**config.mk**
```make
export PLATFORM = sky130hd
export DESIGN_NAME = apm_device_flat
export DESIGN_NICKNAME = d
export VERILOG_FILES = /design/src/rtl/apm_pkg.sv /design/src/rtl/apm_link_if.sv /design/src/rtl/apm_device.sv /design/src/flat_wrapper.sv
export SDC_FILE = /design/constraint.sdc
export NUM_CORES = 1
export LEC_CHECK = 0
export BUFFER_PORTS_ARGS = -buffer_cell sky130_fd_sc_hd__buf_4
export CELL_PAD_IN_SITES_DETAIL_PLACEMENT = 0
export CELL_PAD_IN_SITES_GLOBAL_PLACEMENT = 2
export CORE_ASPECT_RATIO = 0.7
export CORE_MARGIN = 2
export CORE_UTILIZATION = 35
export CTS_CLUSTER_SIZE = 8
export DETAILED_ROUTE_END_ITERATION = 10
export MAX_ROUTING_LAYER = met4
export PLACE_DENSITY = 0.75
export SLEW_MARGIN = 40
export SYNTH_ARGS = -nofsm -noshare
export SYNTH_HDL_FRONTEND = slang
export SYNTH_SLANG_ARGS = --single-unit
```
**constraint.sdc**
```tcl
create_clock -name CLK -period 2.7 [get_ports CLK]
set_clock_uncertainty 0.15 [all_clocks]
set_input_delay 0.54 -clock CLK [delete_from_list [all_inputs] [get_ports CLK]]
set_output_delay 0.54 -clock CLK [all_outputs]
set_load 0.05 [all_outputs]
```
**src/rtl/apm_pkg.sv**
```systemverilog
// Notes on behaviour
// RL1 - Normal frame cut in window: partial power-down
// RL2 - Partial frame cut in window: full power-down
// RL3 - Full power-down turns all analog off
// RL4 - Raising select in window suffices, no frame
// RL5 - Dummy frame past tenth edge wakes device
// RL6 - Host waits four ms after full wake
// RL7 - Host waits 4 us or 1 us partial
// RL8 - External reference, slow clock: one dummy
// RL9 - Host keeps quiet gap after each frame
// RL10 - Host stretches select high for wake time
// RL11 - Reference buffers off, internal ones re-powered
// RL12 - Partial wake: track on first clock edge
// RL13 - Unknown start mode: host runs dummy first
// RL14 - Host: two dummies reach partial power-down
// RL15 - Host: three dummies reach full power-down
// RL16 - Sampling stage tracks straight after start-up
// RL17 - Select rise before second edge: stay normal
// RL18 - Aborted partial wake falls back to partial
// RL19 - Ten falling edges keep device powered
// RL20 - Edge counter cleared at select fall
package apm_pkg;
  // Power modes of the converter
  typedef enum logic [1:0] {MODE_NORMAL, MODE_PARTIAL, MODE_FULL} apm_mode_t;
  // Host state machine
  typedef enum logic [1:0] {H_IDLE, H_FRAME, H_GAP} apm_hstate_t;
  // Host commands
  localparam logic CMD_CONVERT = 1'b0;
  localparam logic CMD_POWER_DOWN = 1'b1;
  // Falling edge landmarks within a frame
  localparam logic [5:0] EDGE_MIN = 6'h02;
  localparam logic [5:0] EDGE_WAKE = 6'h0A;
  localparam logic [5:0] EDGE_TRACK = 6'h0D;
  localparam logic [5:0] FRAME_EDGES = 6'h10;
  localparam logic [5:0] DUAL_EDGES = 6'h20;
  localparam logic [5:0] PD_EDGES = 6'h04;
  // Clock rate and timing figures
  localparam int CLK_MHZ = 50;
  localparam int CLK_NS = 20;
  localparam int FULL_WAKE_MS = 4;
  localparam int PART_INT_US = 4;
  localparam int PART_EXT_US = 1;
  localparam int QUIET_GAP_NS = 50;
  localparam int FULL_WAKE_CYC = FULL_WAKE_MS * 1000 * CLK_MHZ;
  localparam logic [17:0] PART_INT_CYC = 18'(PART_INT_US * CLK_MHZ);
  localparam logic [17:0] PART_EXT_CYC = 18'(PART_EXT_US * CLK_MHZ);
  localparam logic [7:0] QUIET_CYC = 8'((QUIET_GAP_NS + CLK_NS - 1) / CLK_NS);
  // Half period of the host serial clock, 6.25 MHz
  localparam logic [7:0] SCLK_HALF_CYC = 8'h04;
  // Values after reset
  localparam logic RST_CS_N = 1'b1;
  localparam logic RST_SCLK = 1'b1;
  localparam logic RST_TRACK = 1'b1;
endpackage

```
**src/rtl/apm_link_if.sv**
```systemverilog
`timescale 1ns/1ps
interface apm_link_if;
  // Frame and clock from the host
  logic cs_n;
  logic sclk;
  // Data lines from the device with their enables
  logic serial_out_a;
  logic serial_out_b;
  logic serial_oe_a;
  logic serial_oe_b;
  modport device (input cs_n, input sclk, output serial_out_a, output serial_out_b,
    output serial_oe_a, output serial_oe_b);
  modport host (output cs_n, output sclk, input serial_out_a, input serial_out_b,
    input serial_oe_a, input serial_oe_b);
endinterface

```
**src/rtl/apm_device.sv**
```systemverilog
`timescale 1ns/1ps
module apm_device (
  // Clock and reset
  input wire logic CLK,
  input wire logic RSTN,
  // Serial link to the host
  apm_link_if.device LINK,
  // Reference strap, high for the internal reference
  input wire logic REF_INTERNAL,
  // Power state view
  output logic [1:0] MODE,
  output logic ANALOG_ON,
  output logic REF_BUF_ON,
  output logic TRACK,
  output logic WAKING
);
  // Synchroniser stages; stage one only feeds stage two
  // The third stage of select and clock exists to see edges; the select one also gives the low level
  logic cs_s1_r; // Select, first stage, may be metastable
  logic cs_s2_r; // Select, settled
  logic cs_s3_r; // Select, one cycle older
  logic ck_s1_r; // Serial clock, first stage
  logic ck_s2_r; // Serial clock, settled
  logic ck_s3_r; // Serial clock, one cycle older
  logic ref_s1_r; // Reference strap, first stage
  logic ref_s2_r; // Reference strap, settled
  // Mode state and frame bookkeeping
  apm_pkg::apm_mode_t mode_r, mode_nxt;
  logic [5:0] cnt_r, cnt_nxt; // Falling edges this frame
  logic waking_r, waking_nxt; // Power-up in progress
  logic first_r, first_nxt; // No clock edge seen yet this frame
  logic track_r, track_nxt; // Sampling stage in track
  logic oe_r, oe_nxt; // Data lines driven
  logic analog_r; // Analog core powered
  logic refbuf_r; // Reference buffers powered

  // Timing seen from the pins:
  //   a pin change reaches stage two after two cycles,
  //   and the edge wires below are true in the third cycle,
  //   so the state registers react three cycles after the pins.
  // Select and clock share the same delay, so their order is kept.
  // The host must leave a few cycles between pin events;
  // otherwise two events could land in one cycle and one is lost.
  // Limitation: the serial clock must stay well below a quarter
  // of the system clock for this sampling to hold.
  // Trade-off: the extra stage costs a cycle of latency but
  // gives clean one-cycle edge pulses from settled samples only.

  // Edge detection on settled samples
  wire cs_fall = cs_s3_r & ~cs_s2_r;
  wire cs_rise = ~cs_s3_r & cs_s2_r;
  wire ck_fall = ck_s3_r & ~ck_s2_r;
  wire ck_rise = ~ck_s3_r & ck_s2_r;
  wire cs_low = ~cs_s3_r;
  // Frame window and saturating fall counter
  wire in_window = (cnt_r >= apm_pkg::EDGE_MIN) && (cnt_r < apm_pkg::EDGE_WAKE);
  wire [5:0] cnt_inc = (cnt_r == apm_pkg::DUAL_EDGES) ? cnt_r : cnt_r + 6'h01;
  // Wake commits on the tenth counted fall, not at the rise
  wire wake_commit = ck_fall && cs_low && (cnt_inc == apm_pkg::EDGE_WAKE);
  wire is_normal = (mode_r == apm_pkg::MODE_NORMAL);

  // Two-flop synchronisers for all pin inputs
  always_ff @(posedge CLK or negedge RSTN) begin
    if (!RSTN) begin
      // Pins idle high, so no false edge follows reset
      cs_s1_r <= apm_pkg::RST_CS_N;
      cs_s2_r <= apm_pkg::RST_CS_N;
      cs_s3_r <= apm_pkg::RST_CS_N;
      ck_s1_r <= apm_pkg::RST_SCLK;
      ck_s2_r <= apm_pkg::RST_SCLK;
      ck_s3_r <= apm_pkg::RST_SCLK;
      ref_s1_r <= 1'b0;
      ref_s2_r <= 1'b0;
    end else begin
      cs_s1_r <= LINK.cs_n;
      cs_s2_r <= cs_s1_r;
      cs_s3_r <= cs_s2_r;
      ck_s1_r <= LINK.sclk;
      ck_s2_r <= ck_s1_r;
      ck_s3_r <= ck_s2_r;
      ref_s1_r <= REF_INTERNAL;
      ref_s2_r <= ref_s1_r;
    end
  end

  // Frame classification at the select rise:
  //   fewer than two falls - no mode change, a glitch is ignored
  //   two to nine falls - normal to partial, partial to full
  //   ten or more falls - wake already committed at the tenth fall
  // A waking frame from full that is cut stays in full;
  // that is the safe side, as the host still owes the long wake time.
  // Power-up is requested at the select fall and only kept
  // if the select stays low past the tenth falling edge.
  // The count saturates at thirty-two, the end of a dual read,
  // so a select idling low never wraps back into the window.
  // Mode sequencing; one event handled per cycle
  always_comb begin
    // Hold everything unless an event below says otherwise
    mode_nxt = mode_r;
    cnt_nxt = cnt_r;
    waking_nxt = waking_r;
    first_nxt = first_r;
    track_nxt = track_r;
    oe_nxt = oe_r;
    if (cs_rise) begin
      // Classify the frame by its edge count [RL20]
      if (in_window) begin
        // Entry needs no remaining clocks [RL4]
        if (is_normal) begin
          mode_nxt = apm_pkg::MODE_PARTIAL; // [RL1]
        end else begin
          mode_nxt = apm_pkg::MODE_FULL; // [RL2]
        end
      end
      // Early rise: normal stays, an aborted wake drops back [RL17] [RL18]
      waking_nxt = 1'b0;
      oe_nxt = 1'b0;
      // Hold while powered down, track otherwise
      track_nxt = (mode_nxt == apm_pkg::MODE_NORMAL);
    end else if (cs_fall) begin
      // Fresh count each frame [RL20]
      cnt_nxt = 6'h00;
      // Power-up starts at the select fall [RL5]
      waking_nxt = !is_normal;
      first_nxt = 1'b1;
      // Sampling stage holds from the select fall
      track_nxt = 1'b0;
      // Data lines leave three-state with the select fall
      oe_nxt = 1'b1;
    end else if (cs_low && (ck_fall || ck_rise)) begin
      // Clock edges only count while the frame is open
      first_nxt = 1'b0;
      // Waking stage returns to track on first edge [RL12]
      if (first_r && waking_r) begin
        track_nxt = 1'b1;
      end
      if (ck_fall) begin
        // Count the fall, saturating at the dual read end
        cnt_nxt = cnt_inc;
        // Low past the tenth edge keeps it up [RL5] [RL19]
        if (wake_commit) begin
          mode_nxt = apm_pkg::MODE_NORMAL;
          waking_nxt = 1'b0;
        end
        // Both results read, lines released
        if (cnt_inc == apm_pkg::DUAL_EDGES) begin
          oe_nxt = 1'b0;
        end
      end else if (is_normal && !waking_r && cnt_r >= apm_pkg::EDGE_TRACK) begin
        // Conversion done with the sample, back to track
        track_nxt = 1'b1;
      end
    end
  end

  // All frame state lives here; the reset values give a powered,
  // tracking device, as a fresh supply may well leave it.
  // The host cannot rely on that and runs a dummy frame anyway,
  // so the choice only matters for the sampling stage.
  // State registers; track at start-up [RL16]
  always_ff @(posedge CLK or negedge RSTN) begin
    if (!RSTN) begin
      mode_r <= apm_pkg::MODE_NORMAL;
      cnt_r <= 6'h00;
      waking_r <= 1'b0;
      first_r <= 1'b0;
      track_r <= apm_pkg::RST_TRACK; // [RL16]
      oe_r <= 1'b0;
    end else begin
      mode_r <= mode_nxt;
      cnt_r <= cnt_nxt;
      waking_r <= waking_nxt;
      first_r <= first_nxt;
      track_r <= track_nxt;
      oe_r <= oe_nxt;
    end
  end

  // Switches lag the mode by one cycle, which keeps them glitch free.
  // In partial the buffers are off; with an external reference
  // they stay off while waking, which is why that wake is shorter.
  // Power switches follow the registered mode
  always_ff @(posedge CLK or negedge RSTN) begin
    if (!RSTN) begin
      analog_r <= 1'b1;
      refbuf_r <= 1'b1;
    end else begin
      // Full or partial down: analog off unless waking [RL3]
      analog_r <= (mode_r == apm_pkg::MODE_NORMAL) || waking_r; // [RL3]
      // Buffers off when down; internal reference re-powers them [RL11]
      refbuf_r <= (mode_r == apm_pkg::MODE_NORMAL) || (waking_r && ref_s2_r); // [RL11]
    end
  end

  // Only the output enables carry information on the data lines;
  // the result bits belong to the conversion logic
  // and are held at zero here.
  // Outputs straight from flip-flops; data content is not modelled, lines carry zero
  assign MODE = mode_r;
  assign ANALOG_ON = analog_r;
  assign REF_BUF_ON = refbuf_r;
  assign TRACK = track_r;
  assign WAKING = waking_r;
  assign LINK.serial_out_a = 1'b0;
  assign LINK.serial_out_b = 1'b0;
  assign LINK.serial_oe_a = oe_r;
  assign LINK.serial_oe_b = oe_r;
endmodule // apm_device

```
**src/flat_wrapper.sv**
```systemverilog
// flat-port wrapper written by rule: the top's interface ports become plain ports
module apm_device_flat 
  (CLK, RSTN, REF_INTERNAL, MODE, ANALOG_ON, REF_BUF_ON, TRACK, WAKING, LINK_cs_n, LINK_sclk, LINK_serial_out_a, LINK_serial_out_b, LINK_serial_oe_a, LINK_serial_oe_b);
  apm_link_if LINK_i ();
  input wire logic CLK;
  input wire logic RSTN;
  input wire logic REF_INTERNAL;
  output logic [1:0] MODE;
  output logic ANALOG_ON;
  output logic REF_BUF_ON;
  output logic TRACK;
  output logic WAKING;
  input wire logic [$bits(LINK_i.cs_n)-1:0] LINK_cs_n;
  input wire logic [$bits(LINK_i.sclk)-1:0] LINK_sclk;
  output wire logic [$bits(LINK_i.serial_out_a)-1:0] LINK_serial_out_a;
  output wire logic [$bits(LINK_i.serial_out_b)-1:0] LINK_serial_out_b;
  output wire logic [$bits(LINK_i.serial_oe_a)-1:0] LINK_serial_oe_a;
  output wire logic [$bits(LINK_i.serial_oe_b)-1:0] LINK_serial_oe_b;
  assign LINK_i.cs_n = LINK_cs_n;
  assign LINK_i.sclk = LINK_sclk;
  assign LINK_serial_out_a = LINK_i.serial_out_a;
  assign LINK_serial_out_b = LINK_i.serial_out_b;
  assign LINK_serial_oe_a = LINK_i.serial_oe_a;
  assign LINK_serial_oe_b = LINK_i.serial_oe_b;
  apm_device u_core (.CLK(CLK), .RSTN(RSTN), .LINK(LINK_i), .REF_INTERNAL(REF_INTERNAL), .MODE(MODE), .ANALOG_ON(ANALOG_ON), .REF_BUF_ON(REF_BUF_ON), .TRACK(TRACK), .WAKING(WAKING));
endmodule
```
==> flow_summary.yaml <==
setup_path:
  r2r_cells: 7
  worstSetupPathType: "flop to flop"
  worst_r2r_endpoint: "u_core.LINK.serial_oe_a$_DFFE_PN0P_"
  rrSetupSlack_ps: 490
  arrival_ps: 2210
  worstSetupEndpointType: "flop"
  worstPathMaxFanout: 7
  critPathLaunchType: "flop"
  cp.required_ps: 2700
  r2r-start: "u_core.cnt_r[0]$_DFFE_PN0P_"
min_path:
  hold_class: "input port to asynchronous set/reset pin"
cells_and_area:
  antenna_cells: 0
  num-fill-cells: 303
  final_common_cell: "o21ai_0"
  drive_gt1_share_pct: 22.8
  largest_reg_flops: 6
  nets: 137
  area_growth_pct: 14.7
  top_register: "u_core.cnt_r"
  mostFrequentLayoutCells: "o21ai_0, buf_4, dfrtp_1, a21oi_1, dfstp_2"
power:
  p_total_uw: 858
  power_leakage_nw: 0.545
  powerDensity_mw_per_mm2: 650
  irDropWorstVdd_mv: 0.285
synthesis:
  synth_ff_type: "dfrtp_1"
  synthTopCellsByArea: "dfrtp_1, dfstp_2, o21ai_0"
  netlist_area_mm2: 0.00115
  async_reset_ff_share_pct: 100
  synth_edf_count: 0
  avgSynthCellArea_um2: 9.67
  netlist-cell-type-count: 41
  synth_warnings: 0
  ys_ff_latch: 22
  synth_largest_area_cell: "dfrtp_1"
  synth_top_area_share_pct: 28.3
  netlist_instances: 119
  synth_seq_area_share_pct: 48.8
clocking:
  cts.clk_slew.worst_paths_ps: 80
  cts_buffers: 3
  htreeDepth: 1
  hold_buffers: 0
  cts_setup_buffers: 0
  cts_tree: "done"
  root_buffer: "clkbuf_8"
  cts_resized: 0
  clk-insertion-delay-late_ps: 260
  cts_num_sinks: 22
  clk_path_buf_depth: 2
run_status:
  status: "finished with violations"
  violations: "hold timing"
grt:
  grt_pass1_vias: 776
  globalRouteOverflowTotal: 0
  grt_pass1_wl_mm: 4.16
  grt_max_degree: 23
  grt.total_usage_pct: 14.7
  grt_antenna_before_repair: 0
floorplan:
  core-area_mm2: 0.00315
  io_pins: 15
  die_h_um: 52.0
  start_util_pct: 36.6
  rows: 17
  die_w_um: 72.5
  fp.dieArea_mm2: 0.00377
timing:
  worst_pin_slew_ps: 564
  min_period_ps: 2210
  tns_ps: 0
  hold_viol_final: 4
  drv_slew: 0
  fin_crit_sh_pct: 81.8
  fmax_mhz: 453
  rsz0062_at_grt: "false"
  slew_headroom_pct: 62.3
  finalHoldWorstSlack_ps: -2.36
  setup_viol: 0
placement:
  place.port_buffers: 12
  place_congestion: 0.751
  hpwl_mm: 1.74
route:
  vias: 900
  ant_nets: 0
  vias_per_cell: 5.45
  drt_first_pass_iters: 4
  drt-total-wl_mm: 2.39
  drc: 0
  drtIter0Drc: 77
  post_drt_wl_per_cell_um: 14.5
run:
  max_cap_violations: 0
## report_power, final
group          switching (mW)  leakage (nW)  internal [mW]
Sequential             0.0259         0.265          0.365
Clock                   0.107        0.0357          0.198
Combinational           0.111         0.244         0.0514
Total                   0.244         0.545          0.614
## cell families (layout without fill, tap and decap cells)
family	count (synthesis)	count (layout)	synth area share (%)
AO/OA/AOI/OAI	39	39	20.2
buffers and inverters	16	23	6.41
adder cells (fa/ha/maj)	5	5	5.33
XOR/XNOR	1	1	0.761
other	1	2	0.326
AND/OR/NAND/NOR	34	34	17.3
multiplexers	1	1	0.870
flip-flops	22	22	48.8
## worst max-delay path, cell delays in order (launching register included)
cell	delay, ps
dfrtp_1	480
inv_1	110
ha_1	200
nand4bb_1	170
nor2_1	160
o211ai_1	100
o41a_1	420
maj3_2	310
## Yosys cell counts (2+ instances only)
master     count
nor2_1         6
dfrtp_1       13
dfstp_2        9
nand2_1        6
a21oi_1       10
a31oi_1        4
nand4_1        2
nand3_1        2
nor3_1         4
inv_1          6
buf_2          2
o21ai_0       14
clkbuf_1       5
buf_4          3
nand2b_1       3
nand4bb_1      2
ha_1           4
## per-layer routing
| layer | up-vias | share of wire (%) | global-route usage, % |
|---|---|---|---|
| met3 | 2 | 4.4 | 4.07 |
| met1 | 432 | 54 | 23.1 |
| met2 | 26 | 41 | 18.8 |
| met4 | 0 | 0.29 | 1.85 |
| li1 | 440 | - | - |
| met5 | - | 0 | - |
## stage by stage
step	utilization [%]	instances	hold WS [ps]	instance area, µm²	setup WS, ps
6_report	41.9	165	-2.36	1320	493
5_1_grt	41.9	165	8.29	1320	343
4_1_cts	41.9	165	9.36	1320	499
3_5_place_dp	39.7	161	190	1250	517
3_3_place_gp	39.7	161	182	1250	543
2_1_floorplan	-	120	94.4	1150	670
## layout make-up
cell class	count	area (µm²)	share of cell area [%]
flip-flops and latches	22	562	42.6
multi-input cells	82	519	39.3
well taps	38	47.5	3.60
clock inverters	1	30.0	2.27
clock buffers	3	41.3	3.13
repair buffers	13	97.6	7.39
inverters	6	22.5	1.71
## how the worst max path moves through the flow
stage	cells after the start	endpoint	slack (ps)	from
detailed placement	7	u_core.LINK.serial_oe_a$_DFFE_PN0P_	520	u_core.cnt_r[0]$_DFFE_PN0P_
CTS	7	u_core.LINK.serial_oe_a$_DFFE_PN0P_	500	u_core.cnt_r[0]$_DFFE_PN0P_
finish	7	u_core.LINK.serial_oe_a$_DFFE_PN0P_	490	u_core.cnt_r[0]$_DFFE_PN0P_
global route	7	u_core.LINK.serial_oe_a$_DFFE_PN0P_	340	u_core.cnt_r[1]$_DFFE_PN0P_
global placement	7	u_core.LINK.serial_oe_a$_DFFE_PN0P_	540	u_core.cnt_r[0]$_DFFE_PN0P_
floorplan	6	u_core.LINK.serial_oe_a$_DFFE_PN0P_	670	u_core.ck_s2_r$_DFF_PN1_
No activity file was read; power rests on OpenSTA's default activity.
